[config.mk]
export PLATFORM = sky130hd
export DESIGN_NAME = btc_top
export DESIGN_NICKNAME = d
export VERILOG_FILES = /design/src/common/btc_pkg.sv /design/src/core/btc_edge_detect.sv /design/src/core/btc_minor_tick.sv /design/src/core/btc_top.sv
export SDC_FILE = /design/constraint.sdc
export NUM_CORES = 1
export LEC_CHECK = 0
export ABC_AREA = 1
export CAP_MARGIN = 5
export CORE_MARGIN = 4
export CORE_UTILIZATION = 63
export CTS_CLUSTER_SIZE = 28
export DETAILED_ROUTE_END_ITERATION = 6
export DONT_BUFFER_PORTS = 1
export PLACE_DENSITY = 0.84
export SYNTH_ARGS = -nofsm -noshare
export SYNTH_HDL_FRONTEND = slang
export SYNTH_SLANG_ARGS = --single-unit
[constraint.sdc]
create_clock -name mclk -period 2.2 [get_ports mclk]
set_input_delay 0.22 -clock mclk [delete_from_list [all_inputs] [get_ports mclk]]
set_output_delay 0.22 -clock mclk [all_outputs]
set_load 0.01 [all_outputs]
[src/common/btc_pkg.sv]
// Package for the background timer/counter: register map, fields, constants.
// Assumes a 32-bit AXI4-Lite register bus and a single 50 MHz clock.
package btc_pkg;
	// Register byte offsets
	localparam logic [3:0] CTRL_OFF    = 4'h0;
	localparam logic [3:0] TIMER_OFF   = 4'h4;
	localparam logic [3:0] FLAGS_OFF   = 4'h8;
	localparam logic [3:0] MASK_OFF    = 4'hC;
	localparam int         ADDR_W      = 4;
	// Control word fields: [1:0] command, [31:16] preload
	localparam int         CMD_LSB     = 0;
	localparam int         PRE_LSB     = 16;
	// Status bit positions in the flags byte
	localparam int         OVF_BIT     = 7;
	localparam logic [7:0] FLAGS_USED  = 8'h80;
	localparam logic [7:0] MASK_RESET  = 8'h00;
	// One-second preload constants per core clock
	localparam logic [15:0] one_second_preload_4mhz  = 16'hC2F6;
	localparam logic [15:0] one_second_preload_8mhz  = 16'h85EE;
	localparam logic [15:0] one_second_preload_16mhz = 16'h0BDC;
	localparam logic [15:0] PRELOAD_RESET = 16'h0000;
	localparam logic [15:0] TIMER_RESET   = 16'h0000;
	// Minor tick divides the clock by this many periods
	localparam int          MINOR_DIV     = 256;
	localparam logic [7:0]  MINOR_LAST    = 8'(MINOR_DIV - 1);
	// AXI responses
	localparam logic [1:0]  RESP_OKAY     = 2'b00;
	localparam logic [1:0]  RESP_SLVERR   = 2'b10;
	// Configuration commands
	typedef enum logic [1:0] {
		CMD_OFF      = 2'b00,
		CMD_INTERNAL = 2'b01,
		CMD_EXTERNAL = 2'b10,
		CMD_SPARE    = 2'b11
	} btc_cmd_type;
	// Command carried from the bus slave to the core
	typedef struct packed {
		logic        strobe;
		btc_cmd_type cmd;
		logic [15:0] preload;
	} btc_cfg_type;
endpackage

[src/core/btc_edge_detect.sv]
// Synchroniser and rising edge detector for the external count pin.
// Assumes the pin is asynchronous to mclk.
`timescale 1ns/1ps
`default_nettype none
module btc_edge_detect
	import btc_pkg::*;
(
	// Clock and reset
	input  wire logic mclk,
	input  wire logic arst_n,
	// Pin and detected edge
	input  wire logic pinIn,
	output logic      risePulse
);
	logic syncA;
	logic syncB;
	logic prevB;

	// Two stages before anything looks at the pin
	always_ff @(posedge mclk or negedge arst_n) begin
		if (!arst_n) begin
			syncA <= 1'b0;
			syncB <= 1'b0;
			prevB <= 1'b0;
		end else begin
			syncA <= pinIn;
			syncB <= syncA;
			prevB <= syncB;
		end
	end

	// Positive-going edge only
	assign risePulse = syncB & ~prevB;
endmodule
`default_nettype wire

[src/core/btc_minor_tick.sv]
// Free-running divider giving one minor tick every 256 clock periods.
// Assumes a single clock domain; runs only while enabled.
`timescale 1ns/1ps
`default_nettype none
module btc_minor_tick
	import btc_pkg::*;
(
	// Clock and reset
	input  wire logic mclk,
	input  wire logic arst_n,
	// Control and tick
	input  wire logic run,
	input  wire logic restart,
	output logic      tick
);
	logic [7:0] divCount;

	// Restart aligns the first tick with the configuring command
	always_ff @(posedge mclk or negedge arst_n) begin
		if (!arst_n) begin
			divCount <= 8'h00;
		end else if (restart || !run) begin
			divCount <= 8'h00;
		end else begin
			divCount <= divCount + 8'h01;
		end
	end

	assign tick = run && !restart && (divCount == MINOR_LAST);
endmodule
`default_nettype wire

[src/core/btc_top.sv]
// Background timer/counter with AXI4-Lite registers and a level interrupt.
// Assumes one 50 MHz clock, count pin asynchronous to it.
//
// Operation
// Commands: off, internal timer with preload, external count with preload.
// Preload constants 49910, 34286 and 3036 give one-second ticks.
// Works as internal timer or counter of external pulses on input zero.
// External mode: hidden counter steps on each rising edge of input.
// Counting runs in background without stalling anything else.
// Hidden counter wrap from 65535 increments the visible timer word.
// Hidden counter starts at preload; preload 65535 counts every pulse.
// Timer word wrap from 65535 sets the overflow flag.
// Overflow flag cleared by any command and by software clearing it; code clears it only on a legal command written with all four strobes.
// Overflow flag can drive the interrupt.
// Timer suspends while a debug dump is transmitted.
// On one variant external count mode is absent.
// Internal mode: minor tick every 256 clocks; hidden wrap is major tick.
// Hidden counter reloads with preload after every wrap.
// Overflow flag sits at bit seven of the flags byte.
// Off stops both counters; timer word holds its value.
`timescale 1ns/1ps
`default_nettype none
module btc_top
	import btc_pkg::*;
#(
	parameter bit HAS_EXTERNAL = 1'b1
)
(
	// Clock and reset
	input  wire logic        mclk,
	input  wire logic        arst_n,
	// AXI4-Lite write address
	input  wire logic [31:0] s_axi_awaddr,
	input  wire logic        s_axi_awvalid,
	output logic             s_axi_awready,
	// AXI4-Lite write data
	input  wire logic [31:0] s_axi_wdata,
	input  wire logic [3:0]  s_axi_wstrb,
	input  wire logic        s_axi_wvalid,
	output logic             s_axi_wready,
	// AXI4-Lite write response
	output logic [1:0]       s_axi_bresp,
	output logic             s_axi_bvalid,
	input  wire logic        s_axi_bready,
	// AXI4-Lite read address
	input  wire logic [31:0] s_axi_araddr,
	input  wire logic        s_axi_arvalid,
	output logic             s_axi_arready,
	// AXI4-Lite read data
	output logic [31:0]      s_axi_rdata,
	output logic [1:0]       s_axi_rresp,
	output logic             s_axi_rvalid,
	input  wire logic        s_axi_rready,
	// Count pin and debug suspend
	input  wire logic        countPin,
	input  wire logic        debugBusy,
	// Interrupt
	output logic             irq
);
	// Write channel holding registers
	logic              awHeld;
	logic [ADDR_W-1:0] awAddr;
	logic              wHeld;
	logic [31:0]       wData;
	logic [3:0]        wStrb;
	// Core state
	btc_cmd_type       mode;
	logic [15:0]       preload;
	logic [15:0]       hidden;
	logic [15:0]       timerWord;
	logic              ovfFlag;
	logic [7:0]        irqMask;
	logic              debugA;
	logic              debugB;
	btc_cfg_type       cfg;

	// Write accepted once both halves are held and no response pends
	assign s_axi_awready = !awHeld && !s_axi_bvalid;
	assign s_axi_wready  = !wHeld && !s_axi_bvalid;

	wire logic doWrite = awHeld && wHeld && !s_axi_bvalid;
	wire logic [ADDR_W-1:0] wrAddr = awAddr;
	wire logic wrCtrl  = doWrite && (wrAddr == CTRL_OFF);
	wire logic wrTimer = doWrite && (wrAddr == TIMER_OFF);
	wire logic wrFlags = doWrite && (wrAddr == FLAGS_OFF);
	wire logic wrMask  = doWrite && (wrAddr == MASK_OFF);
	wire logic wrHit   = wrCtrl || wrTimer || wrFlags || wrMask;

	// Address and data may arrive in either order
	always_ff @(posedge mclk or negedge arst_n) begin
		if (!arst_n) begin
			awHeld <= 1'b0;
			awAddr <= '0;
			wHeld  <= 1'b0;
			wData  <= 32'h0000_0000;
			wStrb  <= 4'h0;
		end else begin
			if (s_axi_awvalid && s_axi_awready) begin
				awHeld <= 1'b1;
				awAddr <= s_axi_awaddr[ADDR_W-1:0];
			end else if (doWrite) begin
				awHeld <= 1'b0;
			end
			if (s_axi_wvalid && s_axi_wready) begin
				wHeld <= 1'b1;
				wData <= s_axi_wdata;
				wStrb <= s_axi_wstrb;
			end else if (doWrite) begin
				wHeld <= 1'b0;
			end
		end
	end

	// Write response; unmapped addresses answer SLVERR
	always_ff @(posedge mclk or negedge arst_n) begin
		if (!arst_n) begin
			s_axi_bvalid <= 1'b0;
			s_axi_bresp  <= RESP_OKAY;
		end else if (doWrite) begin
			s_axi_bvalid <= 1'b1;
			s_axi_bresp  <= wrHit ? RESP_OKAY : RESP_SLVERR;
		end else if (s_axi_bready) begin
			s_axi_bvalid <= 1'b0;
		end
	end

	// Decode the control write into a command; the full word is needed
	wire btc_cmd_type reqCmd = btc_cmd_type'(wData[CMD_LSB +: 2]);
	wire logic extAllowed = HAS_EXTERNAL;
	wire logic cmdLegal = (reqCmd == CMD_OFF) || (reqCmd == CMD_INTERNAL)
		|| ((reqCmd == CMD_EXTERNAL) && extAllowed);
	assign cfg.strobe  = wrCtrl && (&wStrb) && cmdLegal;
	assign cfg.cmd     = reqCmd;
	assign cfg.preload = wData[PRE_LSB +: 16];

	// Debug dump indication crosses in through two stages
	always_ff @(posedge mclk or negedge arst_n) begin
		if (!arst_n) begin
			debugA <= 1'b0;
			debugB <= 1'b0;
		end else begin
			debugA <= debugBusy;
			debugB <= debugA;
		end
	end

	// Event sources
	logic minorTick;
	logic pinRise;

	btc_minor_tick u_minor (
		.mclk    (mclk),
		.arst_n  (arst_n),
		.run     (mode == CMD_INTERNAL),
		.restart (cfg.strobe),
		.tick    (minorTick)
	);

	btc_edge_detect u_edge (
		.mclk      (mclk),
		.arst_n    (arst_n),
		.pinIn     (countPin),
		.risePulse (pinRise)
	);

	// Pick the event that feeds the hidden counter
	wire logic extStep = (mode == CMD_EXTERNAL) && pinRise;
	wire logic intStep = (mode == CMD_INTERNAL) && minorTick;
	wire logic step = (extStep || intStep) && !debugB && !cfg.strobe;
	wire logic hiddenWrap = step && (hidden == 16'hFFFF);
	wire logic timerWrap = hiddenWrap && (timerWord == 16'hFFFF);

	// Mode and preload take effect on a legal command
	always_ff @(posedge mclk or negedge arst_n) begin
		if (!arst_n) begin
			mode    <= CMD_OFF;
			preload <= PRELOAD_RESET;
		end else if (cfg.strobe) begin
			mode    <= cfg.cmd;
			preload <= cfg.preload;
		end
	end

	// Hidden counter starts at and reloads with preload
	always_ff @(posedge mclk or negedge arst_n) begin
		if (!arst_n) begin
			hidden <= PRELOAD_RESET;
		end else if (cfg.strobe) begin
			hidden <= cfg.preload;
		end else if (hiddenWrap) begin
			hidden <= preload;
		end else if (step) begin
			hidden <= hidden + 16'h0001;
		end
	end

	// Timer word keeps its value while off
	always_ff @(posedge mclk or negedge arst_n) begin
		if (!arst_n) begin
			timerWord <= TIMER_RESET;
		end else if (wrTimer) begin
			timerWord <= wData[15:0];
		end else if (hiddenWrap) begin
			timerWord <= timerWord + 16'h0001;
		end
	end

	// Overflow flag: a new overflow wins over a software clear
	wire logic swClear = wrFlags && wStrb[0] && !wData[OVF_BIT];
	always_ff @(posedge mclk or negedge arst_n) begin
		if (!arst_n) begin
			ovfFlag <= 1'b0;
		end else if (timerWrap) begin
			ovfFlag <= 1'b1;
		end else if (cfg.strobe || swClear) begin
			ovfFlag <= 1'b0;
		end
	end

	// Mask register, same layout as the flags byte
	always_ff @(posedge mclk or negedge arst_n) begin
		if (!arst_n) begin
			irqMask <= MASK_RESET;
		end else if (wrMask && wStrb[0]) begin
			irqMask <= wData[7:0] & FLAGS_USED;
		end
	end

	wire logic [7:0] flags_bit_seven_byte = {ovfFlag, 7'h00};
	assign irq = |(flags_bit_seven_byte & irqMask);

	// Read side: one read in flight, answered the cycle after address
	wire logic [ADDR_W-1:0] rdAddr = s_axi_araddr[ADDR_W-1:0];
	wire logic rdHit = (rdAddr == CTRL_OFF) || (rdAddr == TIMER_OFF)
		|| (rdAddr == FLAGS_OFF) || (rdAddr == MASK_OFF);
	wire logic [31:0] rdCtrl = {preload, 14'h0000, mode};
	wire logic [31:0] rdMux =
		(rdAddr == CTRL_OFF)  ? rdCtrl :
		(rdAddr == TIMER_OFF) ? {16'h0000, timerWord} :
		(rdAddr == FLAGS_OFF) ? {24'h00_0000, flags_bit_seven_byte} :
		(rdAddr == MASK_OFF)  ? {24'h00_0000, irqMask} : 32'h0000_0000;
	assign s_axi_arready = !s_axi_rvalid;

	always_ff @(posedge mclk or negedge arst_n) begin
		if (!arst_n) begin
			s_axi_rvalid <= 1'b0;
			s_axi_rdata  <= 32'h0000_0000;
			s_axi_rresp  <= RESP_OKAY;
		end else if (s_axi_arvalid && s_axi_arready) begin
			s_axi_rvalid <= 1'b1;
			s_axi_rdata  <= rdMux;
			s_axi_rresp  <= rdHit ? RESP_OKAY : RESP_SLVERR;
		end else if (s_axi_rready) begin
			s_axi_rvalid <= 1'b0;
		end
	end
endmodule
`default_nettype wire

## Word-level counts from Yosys, hierarchy flattened

Index checks and enable logic that the tools add are counted.
W data, S select, Z words.

| operators by class | value |
|---|---|
| bitwise logic cells | 3 |
| mux-type cells | 21 |
| add/subtract/negate cells | 3 |
| equality and inequality tests | 13 |
| reductions and logical operators | 55 |

Operator list:

| operator | number |
|---|---|
| $mux W16 | 6 |
| $add A16 B1 Y16 const B | 2 |
| $eq A16 B16 Y1 const B | 2 |
| $mux W32 | 1 |
| $logic_and A1 B1 Y1 | 24 |
| $mux W8 | 3 |
| $eq A4 B4 Y1 const B | 4 |
| $reduce_bool A2 Y1 | 6 |
| $logic_or A1 B1 Y1 | 11 |
| $mux W1 | 9 |
| $add A8 B1 Y8 const B | 1 |
| $and A8 B8 Y8 | 1 |
| $eq A4 B3 Y1 const B | 2 |
| $eq A8 B8 Y1 const B | 1 |
| $logic_not A1 Y1 | 8 |
| $logic_not A4 Y1 | 2 |
| $reduce_or A8 Y1 | 1 |
| $eq A2 B1 Y1 const B | 2 |
| $eq A2 B2 Y1 const B | 2 |
| $mux W2 | 2 |
| $reduce_and A4 Y1 | 1 |
| $reduce_bool A3 Y1 | 1 |
| $logic_not A2 Y1 | 1 |
| $and A1 B1 Y1 | 1 |
| $not A1 Y1 | 1 |

| word-level totals | value |
|---|---|
| register bits after elaboration | 145 |
| input bits | 109 |
| logic and storage cells | 117 |
| output and inout port bits | 42 |

## Depth between registers and ports, before layout

| logic depth | value |
|---|---|
| depth in word-level cells | 15 |
| depth in mapped cells | 14 |
| depth with buffers taken out | 14 |

## Hierarchy

Synthesis repeated with hierarchy kept, for this count alone.

| unflattened totals | value |
|---|---|
| cell total of the unflattened synthesis | 801 |
| area, all modules | 6962.9 sq um |

By module, submodules not included:

| module | cells each | sequential area each (sq um) | area each (sq um) | times used |
|---|---|---|---|---|
| btc_top | 748 | 3303.2 | 6472.5 | 1 |
| btc_minor_tick | 48 | 200.2 | 405.4 | 1 |
| btc_edge_detect | 5 | 75.1 | 85.1 | 1 |

## Worst setup path after synthesis

Ideal clock, no wire load.

| path | value |
|---|---|
| kind | register to register |
| from | register hidden[0] |
| to | register hidden[13] |
| arrival time | 1619 ps |
| cell stages (with the launch flop) | 12 |
| buffers on the path | 1 |
| path slack | 464 ps |
| library setup time | 117 ps |
| clock period less this slack | 1736 ps |
| required time | 2083 ps |
| cells stage by stage | dfrtp_1 ha_1 nand3_2 nor2_4 nand4_2 nor2_4 nand3_4 buf_6 nand3_1 nand2_1 nor2_1 nor2_1 |

| between the ends | value |
|---|---|
| cells in the longest elaborated chain, start to end | 4 |
| elaborated cells on any way between the ends | 7 |
| classes of those cells | add/sub: 1; eq/ne: 1; mux: 3; reduce/logical: 2 |

Ends and longest elaborated chain:

| item | RTL line | RTL |
|---|---|---|
| start: declaration | btc_top.sv:69 | `logic [15:0] hidden;` |
| start signal: assignment | btc_top.sv:189 | `hidden <= cfg.preload;` |
| start signal: assignment | btc_top.sv:191 | `hidden <= preload;` |
| start signal: assignment | btc_top.sv:193 | `hidden <= hidden + 16'h0001;` |
| $add A16 B1 Y16 / $eq A16 B16 Y1 (equally long branches) | btc_top.sv:193, btc_top.sv:170 |  |
| $mux W16 / $logic_and A1 B1 Y1 (equally long branches) | btc_top.sv:192, btc_top.sv:170 |  |
| $mux W16 | btc_top.sv:190 | `end else if (hiddenWrap) begin` |
| $mux W16 | btc_top.sv:188 | `end else if (cfg.strobe) begin` |

Several ways; a longest one is shown, not always the timed one. The select of a mux whose other input is x is not followed.
A chain may end at the register's enable or synchronous reset.

## Worst setup path in the final report

| path | value |
|---|---|
| from | register hidden[0] |
| to | register hidden[3] |

Same word-level chain as after synthesis.

==> results.cfg <==
[sta]
maxSlewViolCount = 0
hold_viol = 143
worst_pin_slew_ns = 0.582
skew_ns = 0.00905
tns_ns = 0
fin_crit_sh = 0.917
holdWs_ns = -0.614
setup_viol = 0
slew_headroom = 0.611
period_needed_ns = 2.02
fmax_mhz = 496

[logic_synthesis]
synth_top_area_cell = dfrtp_1
netlist_top_cells_count = nand2_1 (204), dfrtp_1 (143), inv_1 (66), nor2_1 (59), o21ai_0 (45)
synth_cells = 730
synth-edff-count = 0
avgSynthCellArea_um2 = 9.04
synth.area.top_cells = dfrtp_1 (54%), nand2_1 (12%), mux2_2 (5.1%)
synth_cell_type_count = 38
yosys_warnings = 0
async_flop_share = 1.00
ys.flop_type = dfrtp_1
yosysSeqAreaShare = 0.542
syn-cell-area_um2 = 6600
synth_top_area_frac = 0.542
ys_seq_elements = 143
synth_most_common_cell = nand2_1

[clocking]
cts_tree = yes
root_buffer = clkbuf_8
cts_hold_buf = 48
clkLatencyLatePin_ns = 0.53
htreeDepth = 4
clk_transition_reported_paths_ns = 0.06
cts_buffer_depth = 2
clkSinkCount = 143
cts_inserted_buffers = 17

[power]
ir_worst_vdd_mv = 0.819
finalPower_mw = 8.27
p_leak_nw = 3.68
power.density_nw_per_um2 = 1050

[layout]
n_antenna_cell = 0
area_delta_synth_final_pct = 19.0
drive_above_1_share = 0.127
fin_util = 0.765
nets = 902
stdcell_count = 939

[worst_setup_path]
cpLargestDelayFamily = simple AND/OR/NAND/NOR gates
worstPathArrival_ns = 2.43
path_class = register to register
start_kind = register
cpMostUsedCell = nand2_1
slowest_delay_ns = 0.41
cpMaxStageDelayCell = dfrtp_1
r2r-start = hidden[0]
critPathRequiredTime_ns = 2.61
regToRegEndpoint = hidden[3]
reg2regPathDepth = 11
r2r_slack_ns = 0.18
crit_start = hidden[0]
cp_cell_sequence = ha_2 -> nand3_2 -> nor2_4 -> nand4_2 -> nor2_4 -> nand3_4 -> buf_4 -> nand2_1 -> o21ai_0 -> nand2_1 -> nand2_1
crit_buf_inv = 1
crit_path_max_fanout = 12
setup.worst_path.end_class = register

[global_routing]
grt_pass1_vias = 5091
grt-ovfl-total = 0
grt_pass1_wl_mm = 25.3
grt_start_max_net_pins = 144
track_usage = 0.272
antenna_found_initial = 0

[floorplanning]
dieArea_um2 = 12200
fp.dieH_um = 110
ios = 151
start_util = 0.642
die_w_um = 110
placementRows = 37
core_region_area_um2 = 10300

[routing]
drc_errors = 0
vias_per_cell = 5.67
drt-total-wl_mm = 15.7
vias = 5323
ant_nets = 0
drt_first_iter_violations = 414
wl_per_cell_um = 16.7
drt_first_pass_iters = 5

[placement]
place_congestion = 0.920
port_buffers = 0
dp_cells = 855
dp_hpwl_mm = 10.3

[status]
status = complete, but fails checks
violations = hold timing

[job]
cap_viol_max_count = 0

[hold_path]
hold_path.class = input pin to asynchronous set/reset pin
==> state kept, by name, summed over array words and instances, names as in the netlist, 2 cells and up <==
name              flops
wStrb                 4
preload              16
mode                  2
s_axi_rdata          32
u_minor.divCount      8
timerWord            16
hidden               16
awAddr                4
wData                32
==> how the worst max path moves through the flow <==
stage,end,cells past startpoint
final,hidden[3],11
after global routing,timerWord[0],9
after CTS,hidden[13],10
after detailed placement,hidden[13],10
after global placement,hidden[5],11
after floorplan,hidden[13],11
==> through the flow <==
step / instance area, µm² / setup WS (ns)
global placement: 6760 / 0.190
floorplan: 6610 / 0.464
finish: 7860 / 0.182
detailed placement: 6760 / 0.139
CTS: 7820 / 0.0949
global route: 7860 / -0.0121
==> cell usage in the layout, fill, tap and decap left out, drive strengths merged, types with 9 or more instances in the layout <==
cell and count:
nor3 10, clkinv 9, inv 67, buf 17
o211ai 15, o31ai 17, a21oi 16, nand2 210
clkbuf 19, o21ai 45, mux2 30, nor2 64
nand3 35, dfrtp 143, dlygate4sd3 48, xor2 20
==> layout make-up <==
| cell class | count | area, µm² |
|---|---|---|
| fillers | 671 | 2420 |
| inverters | 68 | 259 |
| clock inverters | 13 | 139 |
| repair buffers | 65 | 621 |
| well taps | 136 | 170 |
| flip-flops and latches | 143 | 3580 |
| clock buffers | 19 | 442 |
| multi-input cells | 495 | 2650 |
==> what timing repair did <==
| item | CTS | global route |
|---|---|---|
| hold endpoints to repair | 190 | 143 |
| resized for setup | 0 | 4 |
| setup endpoints to repair | 0 | 19 |
| setup buffers | 0 | 4 |
==> routing by layer <==
layer  up-vias  track usage  share of wire
li1       2490            -              -
met1      2592        0.385           0.44
met2       217        0.411           0.46
met3        24       0.0687          0.084
met4         0       0.0941          0.016
met5         -            0              0
==> cell families (layout without fill, tap and decap cells) <==
logic type      count (synthesis)  after routing  synth area share
other cells                     1              2          0.000568
fa+ha+maj                       3              3           0.00569
xor+xnor                       27             27            0.0358
compound gates                 99             99            0.0895
buf+inv                        93            165            0.0582
simple gates                  333            333             0.216
flops                         143            143             0.542
mux                            31             31            0.0527
==> report_power, final <==
group          leakage [nW]  internal [mW]  switching [mW]
sequential             1.85           3.28           0.488
clock                 0.284           1.67            1.12
combinational          1.55          0.774           0.925
==> worst register-to-register path: stages, from the launching register on <==
cell	delay (ns)
dfrtp_1	0.41
ha_2	0.22
nand3_2	0.14
nor2_4	0.13
nand4_2	0.15
nor2_4	0.25
nand3_4	0.13
buf_4	0.21
nand2_1	0.09
o21ai_0	0.07
nand2_1	0.06
nand2_1	0.05
Note: power is estimated with default switching activity, not from simulation.
